File: config.mk
export PLATFORM = sky130hd
export DESIGN_NAME = sfcf_frontend
export DESIGN_NICKNAME = d
export VERILOG_FILES = /design/src/common/sfcf_pkg.sv /design/src/core/sfcf_fifo.sv /design/src/core/sfcf_frontend.sv
export VERILOG_INCLUDE_DIRS = /design/src /design/src/common
export SDC_FILE = /design/constraint.sdc
export NUM_CORES = 1
export LEC_CHECK = 0
export BUFFER_PORTS_ARGS = -buffer_cell sky130_fd_sc_hd__buf_2
export CAP_MARGIN = 20
export CORE_UTILIZATION = 27
export DETAILED_ROUTE_END_ITERATION = 7
export SLEW_MARGIN = 20
export SYNTH_ARGS = -nofsm -noshare
export SYNTH_HDL_FRONTEND = slang
export SYNTH_SLANG_ARGS = --single-unit
File: constraint.sdc
create_clock -name sys_clk -period 2.6 [get_ports sys_clk]
set_input_delay 0.39 -clock sys_clk [delete_from_list [all_inputs] [get_ports sys_clk]]
set_output_delay 0.39 -clock sys_clk [all_outputs]
set_load 0.01 [all_outputs]
File: src/common/sfcf_defs.svh
`ifndef SFCF_DEFS_SVH
`define SFCF_DEFS_SVH
// How it works
// - A command byte that is not recognised sends the block to standby, deaf to the bus until the next select fall.
// - In standby the serial output lanes are never driven.
// - A recognised command makes the block active until the select line next rises.
// - Input bits are taken on the rising serial clock edge and output bits are launched on the falling edge.
// - Clock idle low and clock idle high both work, with the same capture and launch edges.
// - A read-class command may be ended by raising select after any output bit and the output stops cleanly.
// - A write-class command is executed only if select rises on a byte boundary, otherwise it is rejected.
// - Array access commands are ignored while a write, program or erase runs, leaving it undisturbed.
// - In four-line mode the command, address and data output phases all use four lanes.
// - Opcode 35h switches the block into the four-line command protocol.
// - Entering four-line mode selects 4-4-4 transfers and leaves the stored quad enable bit untouched.
// - Opcode F5h or a system reset leaves the four-line command protocol.
// - After opcode F5h command bytes arrive on a single lane again.

// read class
`define SFCF_OP_READ        8'h03
`define SFCF_OP_FAST_READ   8'h0B
`define SFCF_OP_READ_STATUS 8'h05
`define SFCF_OP_READ_ID     8'h9F
`define SFCF_OP_QUAD_ID     8'hAF
// write class
`define SFCF_OP_WR_EN       8'h06
`define SFCF_OP_WR_DIS      8'h04
`define SFCF_OP_STATUS_WR   8'h01
`define SFCF_OP_PROGRAM     8'h02
`define SFCF_OP_SECT_ERASE  8'h20
`define SFCF_OP_BLK32_ERASE 8'h52
`define SFCF_OP_BLK_ERASE   8'hD8
`define SFCF_OP_CHIP_ERASE  8'h60
`define SFCF_OP_CHIP_ERASE2 8'hC7
`define SFCF_OP_POWER_DOWN  8'hB9
`define SFCF_OP_NOP         8'h00
`define SFCF_OP_QPI_ENTER   8'h35
`define SFCF_OP_QPI_EXIT    8'hF5
// argument byte counts
`define SFCF_ARGS_NONE      3'h0
`define SFCF_ARGS_ADDR      3'h3
`define SFCF_ARGS_ADDR_DUMMY 3'h4
// lanes and widths
`define SFCF_STEP_SINGLE    4'h1
`define SFCF_STEP_QUAD      4'h4
`define SFCF_OE_OFF         4'h0
`define SFCF_OE_SINGLE      4'h2
`define SFCF_OE_QUAD        4'hF
`define SFCF_FILL_BYTE      8'hFF
`define SFCF_PIN_RST        6'h10
`define SFCF_FIFO_WIDTH     8
`define SFCF_FIFO_DEPTH     16
`endif

File: src/common/sfcf_pkg.sv
package sfcf_pkg;
    // command classes after decode
    typedef enum logic [1:0] {
        CLS_BAD,
        CLS_READ,
        CLS_WRITE
    } sfcf_cls_t;

    // frame states
    typedef enum logic [2:0] {
        ST_IDLE,
        ST_CMD,
        ST_ARG,
        ST_OUT,
        ST_WDATA,
        ST_STANDBY
    } sfcf_state_t;

    typedef struct packed {
        sfcf_cls_t  cls;
        logic       array;
        logic [2:0] args;
    } sfcf_dec_t;
endpackage

File: src/core/sfcf_fifo.sv
`timescale 1ns/10ps
module sfcf_fifo #(
    parameter int WIDTH = 8,
    parameter int DEPTH = 16
) (
    // clock and reset
    input  wire logic             sys_clk,
    input  wire logic             sys_rst,
    input  wire logic             clear,
    // fill side
    input  wire logic [WIDTH-1:0] in_data,
    input  wire logic             in_valid,
    output logic                  in_ready,
    // drain side
    output logic [WIDTH-1:0]      out_data,
    output logic                  out_valid,
    input  wire logic             out_ready
);
    localparam int AW = (DEPTH > 1) ? $clog2(DEPTH) : 1;

    logic [WIDTH-1:0] mem_q [DEPTH];
    logic [AW-1:0]    wr_ptr_q;
    logic [AW-1:0]    rd_ptr_q;
    logic [AW:0]      count_q;
    logic [AW:0]      count_d;
    logic             push;
    logic             pop;

    assign push      = in_valid && in_ready;
    assign pop       = out_valid && out_ready;
    assign out_valid = (count_q != '0);
    assign out_data  = mem_q[rd_ptr_q];

    always_comb begin
        count_d = count_q;
        if (push && !pop) begin
            count_d = count_q + (AW+1)'(1);
        end else if (pop && !push) begin
            count_d = count_q - (AW+1)'(1);
        end
    end

    always_ff @(posedge sys_clk) begin
        if (push) begin
            mem_q[wr_ptr_q] <= in_data;
        end
    end

    always_ff @(posedge sys_clk) begin
        if (sys_rst || clear) begin
            wr_ptr_q <= '0;
            rd_ptr_q <= '0;
            count_q  <= '0;
            in_ready <= 1'b0;
        end else begin
            if (push) begin
                wr_ptr_q <= (wr_ptr_q == AW'(DEPTH-1)) ? '0 : wr_ptr_q + AW'(1);
            end
            if (pop) begin
                rd_ptr_q <= (rd_ptr_q == AW'(DEPTH-1)) ? '0 : rd_ptr_q + AW'(1);
            end
            count_q  <= count_d;
            // ready is registered so the fill side sees a clean flop
            in_ready <= (count_d != (AW+1)'(DEPTH));
        end
    end
endmodule // sfcf_fifo

File: src/core/sfcf_frontend.sv
`timescale 1ns/10ps
`include "sfcf_defs.svh"
module sfcf_frontend
    import sfcf_pkg::*;
#(
    parameter int FIFO_WIDTH = `SFCF_FIFO_WIDTH,
    parameter int FIFO_DEPTH = `SFCF_FIFO_DEPTH
) (
    // system
    input  wire logic       sys_clk,
    input  wire logic       sys_rst,
    // flash pins
    input  wire logic       sclk,
    input  wire logic       cs_n,
    input  wire logic [3:0] io_in,
    output logic      [3:0] io_out,
    output logic      [3:0] io_oe,
    // read data from the core
    input  wire logic [7:0] rd_data,
    input  wire logic       rd_valid,
    output logic            rd_ready,
    // core status
    input  wire logic       busy,
    // command results
    output logic      [7:0] cmd_opcode,
    output logic            cmd_read_start,
    output logic            cmd_exec,
    output logic            cmd_reject,
    output logic      [7:0] rx_data,
    output logic            rx_valid,
    output logic            active,
    output logic            qpi_mode
);

    // ****************************************
    // pin synchronisers
    // ****************************************
    logic [5:0] pin_s1_q;
    logic [5:0] pin_s2_q;
    logic [5:0] pin_s3_q;

    always_ff @(posedge sys_clk) begin
        if (sys_rst) begin
            pin_s1_q <= `SFCF_PIN_RST;
            pin_s2_q <= `SFCF_PIN_RST;
            pin_s3_q <= `SFCF_PIN_RST;
        end else begin
            pin_s1_q <= {sclk, cs_n, io_in};
            pin_s2_q <= pin_s1_q;
            pin_s3_q <= pin_s2_q;
        end
    end

    logic       sclk_rise;
    logic       sclk_fall;
    logic       cs_fall;
    logic       cs_rise;
    logic [3:0] io_s;

    // edges found from the sampled clock level, so idle low or idle high
    // makes no difference to which edge captures and which launches
    assign sclk_rise = pin_s2_q[5] && !pin_s3_q[5];
    assign sclk_fall = !pin_s2_q[5] && pin_s3_q[5];
    assign cs_fall   = !pin_s2_q[4] && pin_s3_q[4];
    assign cs_rise   = pin_s2_q[4] && !pin_s3_q[4];
    // data is delayed by the same two stages as the clock, so it stays aligned
    assign io_s      = pin_s2_q[3:0];

    // ****************************************
    // command decode
    // ****************************************
    function automatic sfcf_dec_t decode(input logic [7:0] op, input logic quad, input logic dev_busy);
        sfcf_dec_t d;
        d.cls   = CLS_BAD;
        d.array = 1'b0;
        d.args  = `SFCF_ARGS_NONE;
        case (op)
            `SFCF_OP_READ: begin
                d.cls   = quad ? CLS_BAD : CLS_READ;
                d.array = 1'b1;
                d.args  = `SFCF_ARGS_ADDR;
            end
            `SFCF_OP_FAST_READ: begin
                d.cls   = quad ? CLS_BAD : CLS_READ;
                d.array = 1'b1;
                d.args  = `SFCF_ARGS_ADDR_DUMMY;
            end
            `SFCF_OP_READ_STATUS: begin
                d.cls = CLS_READ;
            end
            `SFCF_OP_READ_ID: begin
                d.cls = quad ? CLS_BAD : CLS_READ;
            end
            `SFCF_OP_QUAD_ID: begin
                d.cls = quad ? CLS_READ : CLS_BAD;
            end
            `SFCF_OP_PROGRAM, `SFCF_OP_SECT_ERASE, `SFCF_OP_BLK32_ERASE,
            `SFCF_OP_BLK_ERASE, `SFCF_OP_CHIP_ERASE, `SFCF_OP_CHIP_ERASE2: begin
                d.cls   = CLS_WRITE;
                d.array = 1'b1;
            end
            `SFCF_OP_WR_EN, `SFCF_OP_WR_DIS, `SFCF_OP_STATUS_WR,
            `SFCF_OP_POWER_DOWN, `SFCF_OP_NOP: begin
                d.cls = CLS_WRITE;
            end
            `SFCF_OP_QPI_ENTER: begin
                d.cls = quad ? CLS_BAD : CLS_WRITE;
            end
            `SFCF_OP_QPI_EXIT: begin
                d.cls = quad ? CLS_WRITE : CLS_BAD;
            end
            default: begin
                d.cls = CLS_BAD;
            end
        endcase
        // array access during a running write is dropped, core never sees it
        if (d.array && dev_busy) begin
            d.cls = CLS_BAD;
        end
        return d;
    endfunction

    // ****************************************
    // input shifter
    // ****************************************
    sfcf_state_t state_q;
    logic [7:0]  in_sh_q;
    logic [2:0]  bit_cnt_q;
    logic [2:0]  arg_left_q;
    logic [3:0]  step;
    logic [3:0]  bit_sum;
    logic [7:0]  shift_in;
    logic        receiving;
    logic        byte_in_done;
    sfcf_dec_t   dec;

    assign step      = qpi_mode ? `SFCF_STEP_QUAD : `SFCF_STEP_SINGLE;
    assign bit_sum   = {1'b0, bit_cnt_q} + step;
    // four lanes take a nibble per clock, upper nibble first, lane 3 on top
    assign shift_in  = qpi_mode ? {in_sh_q[3:0], io_s} : {in_sh_q[6:0], io_s[0]};
    assign receiving = (state_q == ST_CMD) || (state_q == ST_ARG) || (state_q == ST_WDATA);
    assign byte_in_done = sclk_rise && receiving && bit_sum[3];
    assign dec       = decode(shift_in, qpi_mode, busy);

    always_ff @(posedge sys_clk) begin
        if (sys_rst || cs_fall) begin
            in_sh_q   <= 8'h00;
            bit_cnt_q <= 3'h0;
        end else if (sclk_rise && receiving) begin
            in_sh_q   <= shift_in;
            bit_cnt_q <= bit_sum[2:0];
        end
    end

    // ****************************************
    // frame state
    // ****************************************
    always_ff @(posedge sys_clk) begin
        if (sys_rst) begin
            state_q <= ST_IDLE;
        end else if (cs_rise) begin
            state_q <= ST_IDLE;
        end else if (cs_fall) begin
            state_q <= ST_CMD;
        end else if (byte_in_done) begin
            unique case (state_q)
                ST_CMD: begin
                    unique case (dec.cls)
                        CLS_BAD: begin
                            state_q <= ST_STANDBY;
                        end
                        CLS_READ: begin
                            state_q <= (dec.args == `SFCF_ARGS_NONE) ? ST_OUT : ST_ARG;
                        end
                        CLS_WRITE: begin
                            state_q <= ST_WDATA;
                        end
                        default: begin
                            state_q <= ST_STANDBY;
                        end
                    endcase
                end
                ST_ARG: begin
                    if (arg_left_q == 3'h1) begin
                        state_q <= ST_OUT;
                    end
                end
                ST_WDATA: begin
                    state_q <= ST_WDATA;
                end
                default: begin
                    state_q <= state_q;
                end
            endcase
        end
    end

    always_ff @(posedge sys_clk) begin
        if (sys_rst) begin
            arg_left_q <= 3'h0;
        end else if (byte_in_done && state_q == ST_CMD) begin
            arg_left_q <= dec.args;
        end else if (byte_in_done && state_q == ST_ARG) begin
            arg_left_q <= arg_left_q - 3'h1;
        end
    end

    always_ff @(posedge sys_clk) begin
        if (sys_rst) begin
            active <= 1'b0;
        end else begin
            active <= (state_q == ST_ARG) || (state_q == ST_OUT) || (state_q == ST_WDATA);
        end
    end

    // ****************************************
    // read data buffer
    // ****************************************
    logic [7:0] fifo_data;
    logic       fifo_valid;
    logic       fifo_pop;
    logic [3:0] out_left_q;
    logic [7:0] out_sh_q;
    logic [7:0] next_byte;

    // pop as each new byte starts to launch
    assign fifo_pop  = (state_q == ST_OUT) && sclk_fall && (out_left_q == 4'h0);
    // an empty buffer gives fill bytes rather than stalling the host clock
    assign next_byte = fifo_valid ? fifo_data : `SFCF_FILL_BYTE;

    sfcf_fifo #(
        .WIDTH (FIFO_WIDTH),
        .DEPTH (FIFO_DEPTH)
    ) u_fifo (
        .sys_clk   (sys_clk),
        .sys_rst   (sys_rst),
        .clear     (cs_rise),
        .in_data   (rd_data),
        .in_valid  (rd_valid),
        .in_ready  (rd_ready),
        .out_data  (fifo_data),
        .out_valid (fifo_valid),
        .out_ready (fifo_pop)
    );

    // ****************************************
    // output launcher
    // ****************************************
    function automatic logic [3:0] lanes(input logic [7:0] b, input logic quad);
        return quad ? b[7:4] : {2'b00, b[7], 1'b0};
    endfunction

    always_ff @(posedge sys_clk) begin
        if (sys_rst || state_q != ST_OUT) begin
            // select high, standby and input phases all release the lanes
            io_oe      <= `SFCF_OE_OFF;
            io_out     <= 4'h0;
            out_sh_q   <= 8'h00;
            out_left_q <= 4'h0;
        end else if (cs_rise) begin
            io_oe      <= `SFCF_OE_OFF;
            out_left_q <= 4'h0;
        end else if (sclk_fall) begin
            io_oe <= qpi_mode ? `SFCF_OE_QUAD : `SFCF_OE_SINGLE;
            if (out_left_q == 4'h0) begin
                io_out     <= lanes(next_byte, qpi_mode);
                out_sh_q   <= qpi_mode ? {next_byte[3:0], 4'h0} : {next_byte[6:0], 1'b0};
                out_left_q <= 4'h8 - step;
            end else begin
                io_out     <= lanes(out_sh_q, qpi_mode);
                out_sh_q   <= qpi_mode ? {out_sh_q[3:0], 4'h0} : {out_sh_q[6:0], 1'b0};
                out_left_q <= out_left_q - step;
            end
        end
    end

    // ****************************************
    // command reporting
    // ****************************************
    always_ff @(posedge sys_clk) begin
        if (sys_rst) begin
            cmd_opcode     <= 8'h00;
            cmd_read_start <= 1'b0;
        end else begin
            cmd_read_start <= 1'b0;
            if (byte_in_done && state_q == ST_CMD && dec.cls != CLS_BAD) begin
                cmd_opcode     <= shift_in;
                cmd_read_start <= (dec.cls == CLS_READ);
            end
        end
    end

    always_ff @(posedge sys_clk) begin
        if (sys_rst) begin
            rx_data  <= 8'h00;
            rx_valid <= 1'b0;
        end else begin
            rx_valid <= byte_in_done && (state_q == ST_ARG || state_q == ST_WDATA);
            if (byte_in_done && (state_q == ST_ARG || state_q == ST_WDATA)) begin
                rx_data <= shift_in;
            end
        end
    end

    logic on_boundary;
    assign on_boundary = (bit_cnt_q == 3'h0);

    always_ff @(posedge sys_clk) begin
        if (sys_rst) begin
            cmd_exec   <= 1'b0;
            cmd_reject <= 1'b0;
        end else begin
            cmd_exec   <= cs_rise && (state_q == ST_WDATA) && on_boundary;
            cmd_reject <= cs_rise && (state_q == ST_WDATA) && !on_boundary;
        end
    end

    // ****************************************
    // protocol mode
    // ****************************************
    // only the lane count changes here; the stored quad enable bit lives in
    // the core and is never written by a mode switch
    always_ff @(posedge sys_clk) begin
        if (sys_rst) begin
            qpi_mode <= 1'b0;
        end else if (cs_rise && state_q == ST_WDATA && on_boundary) begin
            if (cmd_opcode == `SFCF_OP_QPI_ENTER && !qpi_mode) begin
                qpi_mode <= 1'b1;
            end else if (cmd_opcode == `SFCF_OP_QPI_EXIT && qpi_mode) begin
                qpi_mode <= 1'b0;
            end
        end
    end

endmodule // sfcf_frontend

==> flow_metrics.env, run 1 <==
export IMPL_routed_via_density=4.73
export IMPL_die_area_um2=35000
export IMPL_proportion_of_synthesized_chip_area_in_sequential_cells_pct=60.4
export IMPL_start_kind="flop"
export IMPL_synthesis_area_um2=9250
export IMPL_hold_worst_slack_ns=0.0910
export IMPL_route_detailed_drc=0
export IMPL_synth_ff_latch_count=215
export IMPL_ios=49
export IMPL_postLayoutCellArea_um2=11000
export IMPL_design_core_area_um2=33600
export IMPL_mostFrequentLayoutCells="sky130_fd_sc_hd__edfxtp_1 (128), sky130_fd_sc_hd__dfxtp_1 (86), sky130_fd_sc_hd__nor2_1 (78)"
export IMPL_grt_pass1_wl_um=32000
export IMPL_io_buffer_count=48
export IMPL_antenna_found_initial=1
export IMPL_synthesis_area_per_instance_um2=12.6
export IMPL_nFillCells=3363
export IMPL_ffs_w_async_s_r_synth_pct=0
export IMPL_yosys_warnings=0
export IMPL_clock_skew_ns=0.0185
export IMPL_timing_critical_path_fanout_max=25
export IMPL_hold_viol_final=0
export IMPL_period_share_pct=94.1
export IMPL_grtUsageTotal_pct=11.5
export IMPL_clockPowerShare_pct=44.8
export IMPL_die_height_um=187
export IMPL_drt_pass1_iter_count=5
export IMPL_power_frac_comb_pct=4.0
export IMPL_postSynthCellCount=735
export IMPL_insertedDiodeCount=0
export IMPL_dpl_instance_area_um2=10200
export IMPL_totalWireLength_um=20300
export IMPL_pin_count_of_the_biggest_net_entering_global_routing=35
export IMPL_nNetsFinal=839
export IMPL_outcome="finished clean"
export IMPL_rsz0062_at_grt="no"
export IMPL_p_seq_share_pct=51.2
export IMPL_cts_root_buffer_cell="sky130_fd_sc_hd__clkbuf_16"
export IMPL_synth_cell_types=70
export IMPL_p_sw_share_pct=20.9
export IMPL_final_layout_size_suffix_gt1_share_pct=22.1
export IMPL_cts_tree="done"
export IMPL_max_slew_margin_rel_pct=57.2
export IMPL_floorplan_initialDensity_pct=27.5
export IMPL_area_growth_synth_to_final_pct=18.7
export IMPL_edff_count_synth=128
export IMPL_chipWidth_um=187
export IMPL_first_global_vias=5855
export IMPL_cts_buf_count=22
export IMPL_detailedRoute_firstIterationViolations=423
export IMPL_skew_pair_late_insertion_delay_ns=0.52
export IMPL_timing_critical_path_mode_cell="sky130_fd_sc_hd__buf_12"
export IMPL_fmax_mhz=409
export IMPL_register_area_um2=5590
export IMPL_dp_hpwl_um=13700
export IMPL_detail_route_wl_per_cell_um=16.0
export IMPL_min_delay_path_class="in2reg"
export IMPL_clk_transition_reported_paths_ns=0.06
export IMPL_critPathSlowestCell="sky130_fd_sc_hd__dfxtp_1"
export IMPL_post_route_util_pct=32.7
export IMPL_final_min_clock_period_ns=2.45
export IMPL_final_max_slew_violation_count=0
export IMPL_static_leakage_power_nw=3.72
export IMPL_clock_sinks=215
export IMPL_ant_nets=0
export IMPL_yosysTopAreaCell="sky130_fd_sc_hd__edfxtp_1"
export IMPL_power_per_cell_area_nw_per_um2=650
export IMPL_worst_endpoint_arrival_ns=2.84
export IMPL_vdd_ir_drop_max_uv=732
export IMPL_multiInputGateArea_um2=3430
export IMPL_ys_flop_type="sky130_fd_sc_hd__edfxtp_1"
export IMPL_post_synth_top_area_fraction_pct=41.6
export IMPL_timing_critical_path_required_ns=3.00
export IMPL_setup_total_negative_slack_ns=0
export IMPL_critical_path_max_stage_delay_ns=0.49
export IMPL_crit_chain="buf_12, nor3b_1, o22ai_1, nor4b_2, nor4_2, a211oi_4, buf_12, mux2_2"
export IMPL_max_cap_violations=0
export IMPL_power_net_switching_mw=1.49
export IMPL_worst_case_clock_buffer_depth=3
export IMPL_htree_num_levels=1
export IMPL_netlist_top_cells_area="sky130_fd_sc_hd__edfxtp_1 (42%), sky130_fd_sc_hd__dfxtp_1 (19%), sky130_fd_sc_hd__mux4_2 (8.0%)"
export IMPL_row_count=67
export IMPL_timing_worst_setup_path_type="reg2reg"
export IMPL_p_int_mw=5.65
export IMPL_grt_ovf=0
export IMPL_detailroute_via_count=6004
export IMPL_syn_nets=768
export IMPL_setup_viol_count_final=0
export IMPL_ctsHoldBuffers=0
export IMPL_layout_commonest_cell="sky130_fd_sc_hd__edfxtp_1"
export IMPL_worst_slew_pin_transition_ns=0.642
export IMPL_gpl_final_weighted_congestion=0.878
export IMPL_end_kind="flop"
## timing repair
action	in CTS	in global routing
gates resized for setup	0	3
setup buffers	0	1
setup endpoints to repair	0	8
## area by class of cell
type | instances | share of cell area, %
Clock buffer | 32 | 5.45
Inverter | 15 | 0.513
Tap cell | 448 | 5.10
Timing Repair Buffer | 91 | 5.58
Clock inverter | 8 | 1.25
Sequential cell | 215 | 50.9
Multi-Input combinational cell | 461 | 31.2
## sequential cells by signal, summed over array words and instances (netlist names), 2 cells and up, named ones only
signal           cells
rx_data              8
u_fifo.count_q       5
pin_s3_q             2
io_out               4
in_sh_q              7
pin_s2_q             6
u_fifo.wr_ptr_q      4
u_fifo.rd_ptr_q      4
pin_s1_q             6
io_oe                2
out_left_q           4
cmd_opcode           8
arg_left_q           3
out_sh_q             7
u_fifo.mem_q       128
state_q              3
bit_cnt_q            3
## cell usage after synthesis (12+ instances only)
cell                         n
sky130_fd_sc_hd__clkbuf_1   28
sky130_fd_sc_hd__mux4_2     33
sky130_fd_sc_hd__or3_1      12
sky130_fd_sc_hd__nand2b_1   12
sky130_fd_sc_hd__nor3_1     21
sky130_fd_sc_hd__nor2b_1    33
sky130_fd_sc_hd__o21ai_0    16
sky130_fd_sc_hd__nor2_1     78
sky130_fd_sc_hd__dfxtp_1    87
sky130_fd_sc_hd__edfxtp_1  128
sky130_fd_sc_hd__ha_1       15
sky130_fd_sc_hd__nand2_1    50
sky130_fd_sc_hd__inv_1      15
sky130_fd_sc_hd__a21oi_1    45
## path summary, 6_finish.rpt
| path | endpoint | cells after the start | startpoint | slack [ns] |
|---|---|---|---|---|
| worst min register to register | pin_s2_q[4] | 1 | pin_s1_q[4] | 0.41 |
| worst max-delay path | cmd_opcode[5] | 8 | qpi_mode | 0.15 |
| worst max register to register | cmd_opcode[5] | 8 | qpi_mode | 0.15 |
| worst min-delay path | pin_s1_q[4] | 2 | cs_n | 0.09 |
## cells by family after synthesis
| group | count (synthesis) | synth area share, % |
|---|---|---|
| mux | 51 | 10.1 |
| flops | 215 | 60.4 |
| fa+ha+maj | 15 | 2.03 |
| buf+inv | 59 | 2.73 |
| simple gates | 265 | 15.1 |
| compound gates | 120 | 8.69 |
| xor+xnor | 10 | 0.947 |
## critical path: cells and delay by family, from the launching register on
kind | cells | cell delay, ns
flip-flops | 1 | 0.49
multiplexers | 1 | 0.33
buffers and inverters | 2 | 0.36
AND/OR/NAND/NOR | 3 | 0.68
AO/OA/AOI/OAI | 2 | 0.47
## metal layers
layer	vias to the layer above	part of all wire, %	GRT usage, %
li1	2885	-	-
met2	156	49	19.4
met5	-	0.064	0
met4	2	1.8	2.81
met1	2929	44	15.1
met3	32	4.8	2.03
## power groups by stage
stage                     registers [mW]  logic, mW  clock network [mW]
final                               3.65      0.287                3.20
after detailed placement            3.73      0.284                   0
after CTS                           3.65      0.286                3.28
after global routing                3.65      0.321                3.42
after floorplan                     3.72      0.172                   0
after global placement              3.73      0.279                   0
## per-stage QoR
step	total power [mW]	setup WS (ns)	std cells
6_report	7.14	0.152	1270
5_1_grt	7.40	0.0117	1270
4_1_cts	7.22	0.129	1269
3_5_place_dp	4.01	0.154	1229
3_3_place_gp	4.00	0.150	1229
2_1_floorplan	3.89	0.177	735
Power figures use the tool's default switching activity.
==> run 2: changes to the inputs <==
GPL_TIMING_DRIVEN = 0   (was not set)
SETUP_SLACK_MARGIN = 0.05   (was not set)
==> run 2 against run 1 <==
Count of clock-buffer cells in the layout shrank 6. Core utilization shrank 0.17 points. Cell area shrank 0.52%. Final cell count grew 0.24%. Clock power shrank 5%. Maximum frequency shrank 1.2%. Global-route usage grew 0.28 points. Sequential cell count is the same. Die area is the same. Sequential power is essentially flat. First-iteration DRC count grew 44%. Worst setup slack lost 0.029 ns. Critical path type unchanged. Largest power group unchanged. Highest routed layer unchanged.
==> flow_metrics.env, run 2 (synthesis results as in run 1) <==
export IMPL_outcome="finished clean"
export IMPL_routed_via_density=4.79
export IMPL_htree_num_levels=1
export IMPL_detailroute_via_count=6103
export IMPL_drt_pass1_iter_count=5
export IMPL_place_ws_ns=-0.570
export IMPL_row_count=67
export IMPL_worstSetupStartpoint="out_left_q[3]"
export IMPL_clock_skew_ns=0.0180
export IMPL_rrSetupSlack_ns=0.12
export IMPL_register_area_um2=5590
export IMPL_largest_registers="u_fifo.mem_q (128), cmd_opcode (8), rx_data (8)"
export IMPL_insertedDiodeCount=0
export IMPL_cts_root_buffer_cell="sky130_fd_sc_hd__clkbuf_16"
export IMPL_antenna_found_initial=1
export IMPL_cts_buf_count=21
export IMPL_setup_total_negative_slack_ns=0
export IMPL_route_detailed_drc=0
export IMPL_final_layout_size_suffix_gt1_share_pct=21.7
export IMPL_fmax_mhz=404
export IMPL_clk_transition_reported_paths_ns=0.06
export IMPL_total_power_mw=7.00
export IMPL_rsz0062_at_grt="no"
export IMPL_floorplan_initialDensity_pct=27.5
export IMPL_timing_final_ws_setup_ns=0.123
export IMPL_largest_register_ff_count=128
export IMPL_vdd_ir_drop_max_uv=670
export IMPL_post_route_util_pct=32.5
export IMPL_dp_hpwl_um=14200
export IMPL_die_area_um2=35000
export IMPL_top_register="u_fifo.mem_q"
export IMPL_final_max_slew_violation_count=0
export IMPL_worst_case_clock_buffer_depth=3
export IMPL_area_growth_synth_to_final_pct=18.1
export IMPL_period_share_pct=95.3
export IMPL_die_height_um=187
export IMPL_static_leakage_power_nw=3.67
export IMPL_timing_critical_path_fanout_max=9
export IMPL_io_buffer_count=48
export IMPL_gpl_final_weighted_congestion=0.872
export IMPL_design_core_area_um2=33600
export IMPL_max_slew_margin_rel_pct=33.7
export IMPL_setup_viol_count_final=0
export IMPL_grtUsageTotal_pct=11.7
export IMPL_first_global_vias=5792
export IMPL_totalWireLength_um=20900
export IMPL_worst_slew_pin_transition_ns=0.990
export IMPL_grt_ovf=0
export IMPL_timing_critical_path_required_ns=2.96
export IMPL_hold_worst_slack_ns=0.104
export IMPL_hold_path_startpoint="io_in[1]"
export IMPL_max_cap_violations=0
export IMPL_reg2reg_from="out_left_q[3]"
export IMPL_min_delay_path_class="in2reg"
export IMPL_layout_commonest_cell="sky130_fd_sc_hd__edfxtp_1"
export IMPL_cts_tree="done"
export IMPL_detailedRoute_firstIterationViolations=609
export IMPL_nNetsFinal=846
export IMPL_detail_route_wl_per_cell_um=16.4
export IMPL_start_kind="flop"
export IMPL_worst_endpoint_arrival_ns=2.84
export IMPL_nFillCells=3268
export IMPL_chipWidth_um=187
export IMPL_final_min_clock_period_ns=2.48
export IMPL_ios=49
export IMPL_end_kind="flop"
export IMPL_ant_nets=0
export IMPL_clock_sinks=215
export IMPL_timing_worst_setup_path_type="reg2reg"
export IMPL_mostFrequentLayoutCells="sky130_fd_sc_hd__edfxtp_1 (128), sky130_fd_sc_hd__dfxtp_1 (85), sky130_fd_sc_hd__nor2_1 (78)"
export IMPL_power_per_cell_area_nw_per_um2=641
export IMPL_pin_count_of_the_biggest_net_entering_global_routing=17
export IMPL_grt_pass1_wl_um=32800
export IMPL_hold_viol_final=0
export IMPL_skew_pair_late_insertion_delay_ns=0.51
export IMPL_multiInputGateArea_um2=3490
## run 2: cell types whose count changed in the layout (fill, tap and decap cells not counted), moves of 4 or more
cell                       change
sky130_fd_sc_hd__buf_6         +4
sky130_fd_sc_hd__clkbuf_2      +6
sky130_fd_sc_hd__clkbuf_1     +17
sky130_fd_sc_hd__buf_2         +4
sky130_fd_sc_hd__nor3_1        -5
sky130_fd_sc_hd__nor3_2        +5
sky130_fd_sc_hd__buf_4        -30
## run 2: final timing paths
path                            cells after the start         endpoint
worst max-delay path                                8  u_fifo.in_ready
worst min-delay path                                2      pin_s1_q[1]
worst max register to register                      8  u_fifo.in_ready
worst min register to register                      1      pin_s2_q[4]
## run 2: power by group
group / total [mW] / switching, mW / internal, mW
Combinational: 0.300 / 0.189 / 0.111
Sequential: 3.65 / 0.0204 / 3.63
Clock: 3.05 / 1.24 / 1.81
## run 2: layout make-up
class / count / share of cell area (%)
inverters: 15 / 0.550
repair buffers: 55 / 2.79
clock buffers: 26 / 5.09
well taps: 448 / 5.13
plain buffers: 44 / 2.20
flip-flops and latches: 215 / 51.2
multi-input cells: 461 / 32.0
clock inverters: 9 / 1.11
## run 2: per-stage QoR
| stage | instance area (um2) | instances |
|---|---|---|
| after CTS | 10900 | 1272 |
| after floorplan | 9250 | 735 |
| after global placement | 10000 | 1231 |
| final | 10900 | 1273 |
| after detailed placement | 10100 | 1232 |
| after global routing | 10900 | 1273 |
## run 2: routing by layer
| layer | vias up | wire length, um | GRT usage (%) |
|---|---|---|---|
| li1 | 2909 | - | - |
| met1 | 2952 | 9380 | 16.1 |
| met2 | 200 | 9790 | 18.9 |
| met3 | 40 | 1330 | 2.31 |
| met4 | 2 | 347 | 2.81 |
| met5 | - | 13 | 0 |
## run 2: timing repair
action	4_1_cts	5_1_grt
hold buffers	0	0
setup endpoints to repair	23	17
pin swaps	2	3
setup buffers	5	1
gates cloned	0	0
gates resized for setup	15	23
## run 2: worst max-delay path: stages, from the launching register on
cell and delay, ns:
sky130_fd_sc_hd__dfxtp_1 0.33, sky130_fd_sc_hd__or4_4 0.54, sky130_fd_sc_hd__buf_6 0.16, sky130_fd_sc_hd__or4_1 0.46, sky130_fd_sc_hd__buf_2 0.17, sky130_fd_sc_hd__nand2_2 0.10
sky130_fd_sc_hd__a21oi_1 0.10, sky130_fd_sc_hd__o32ai_2 0.32, sky130_fd_sc_hd__a41oi_1 0.16
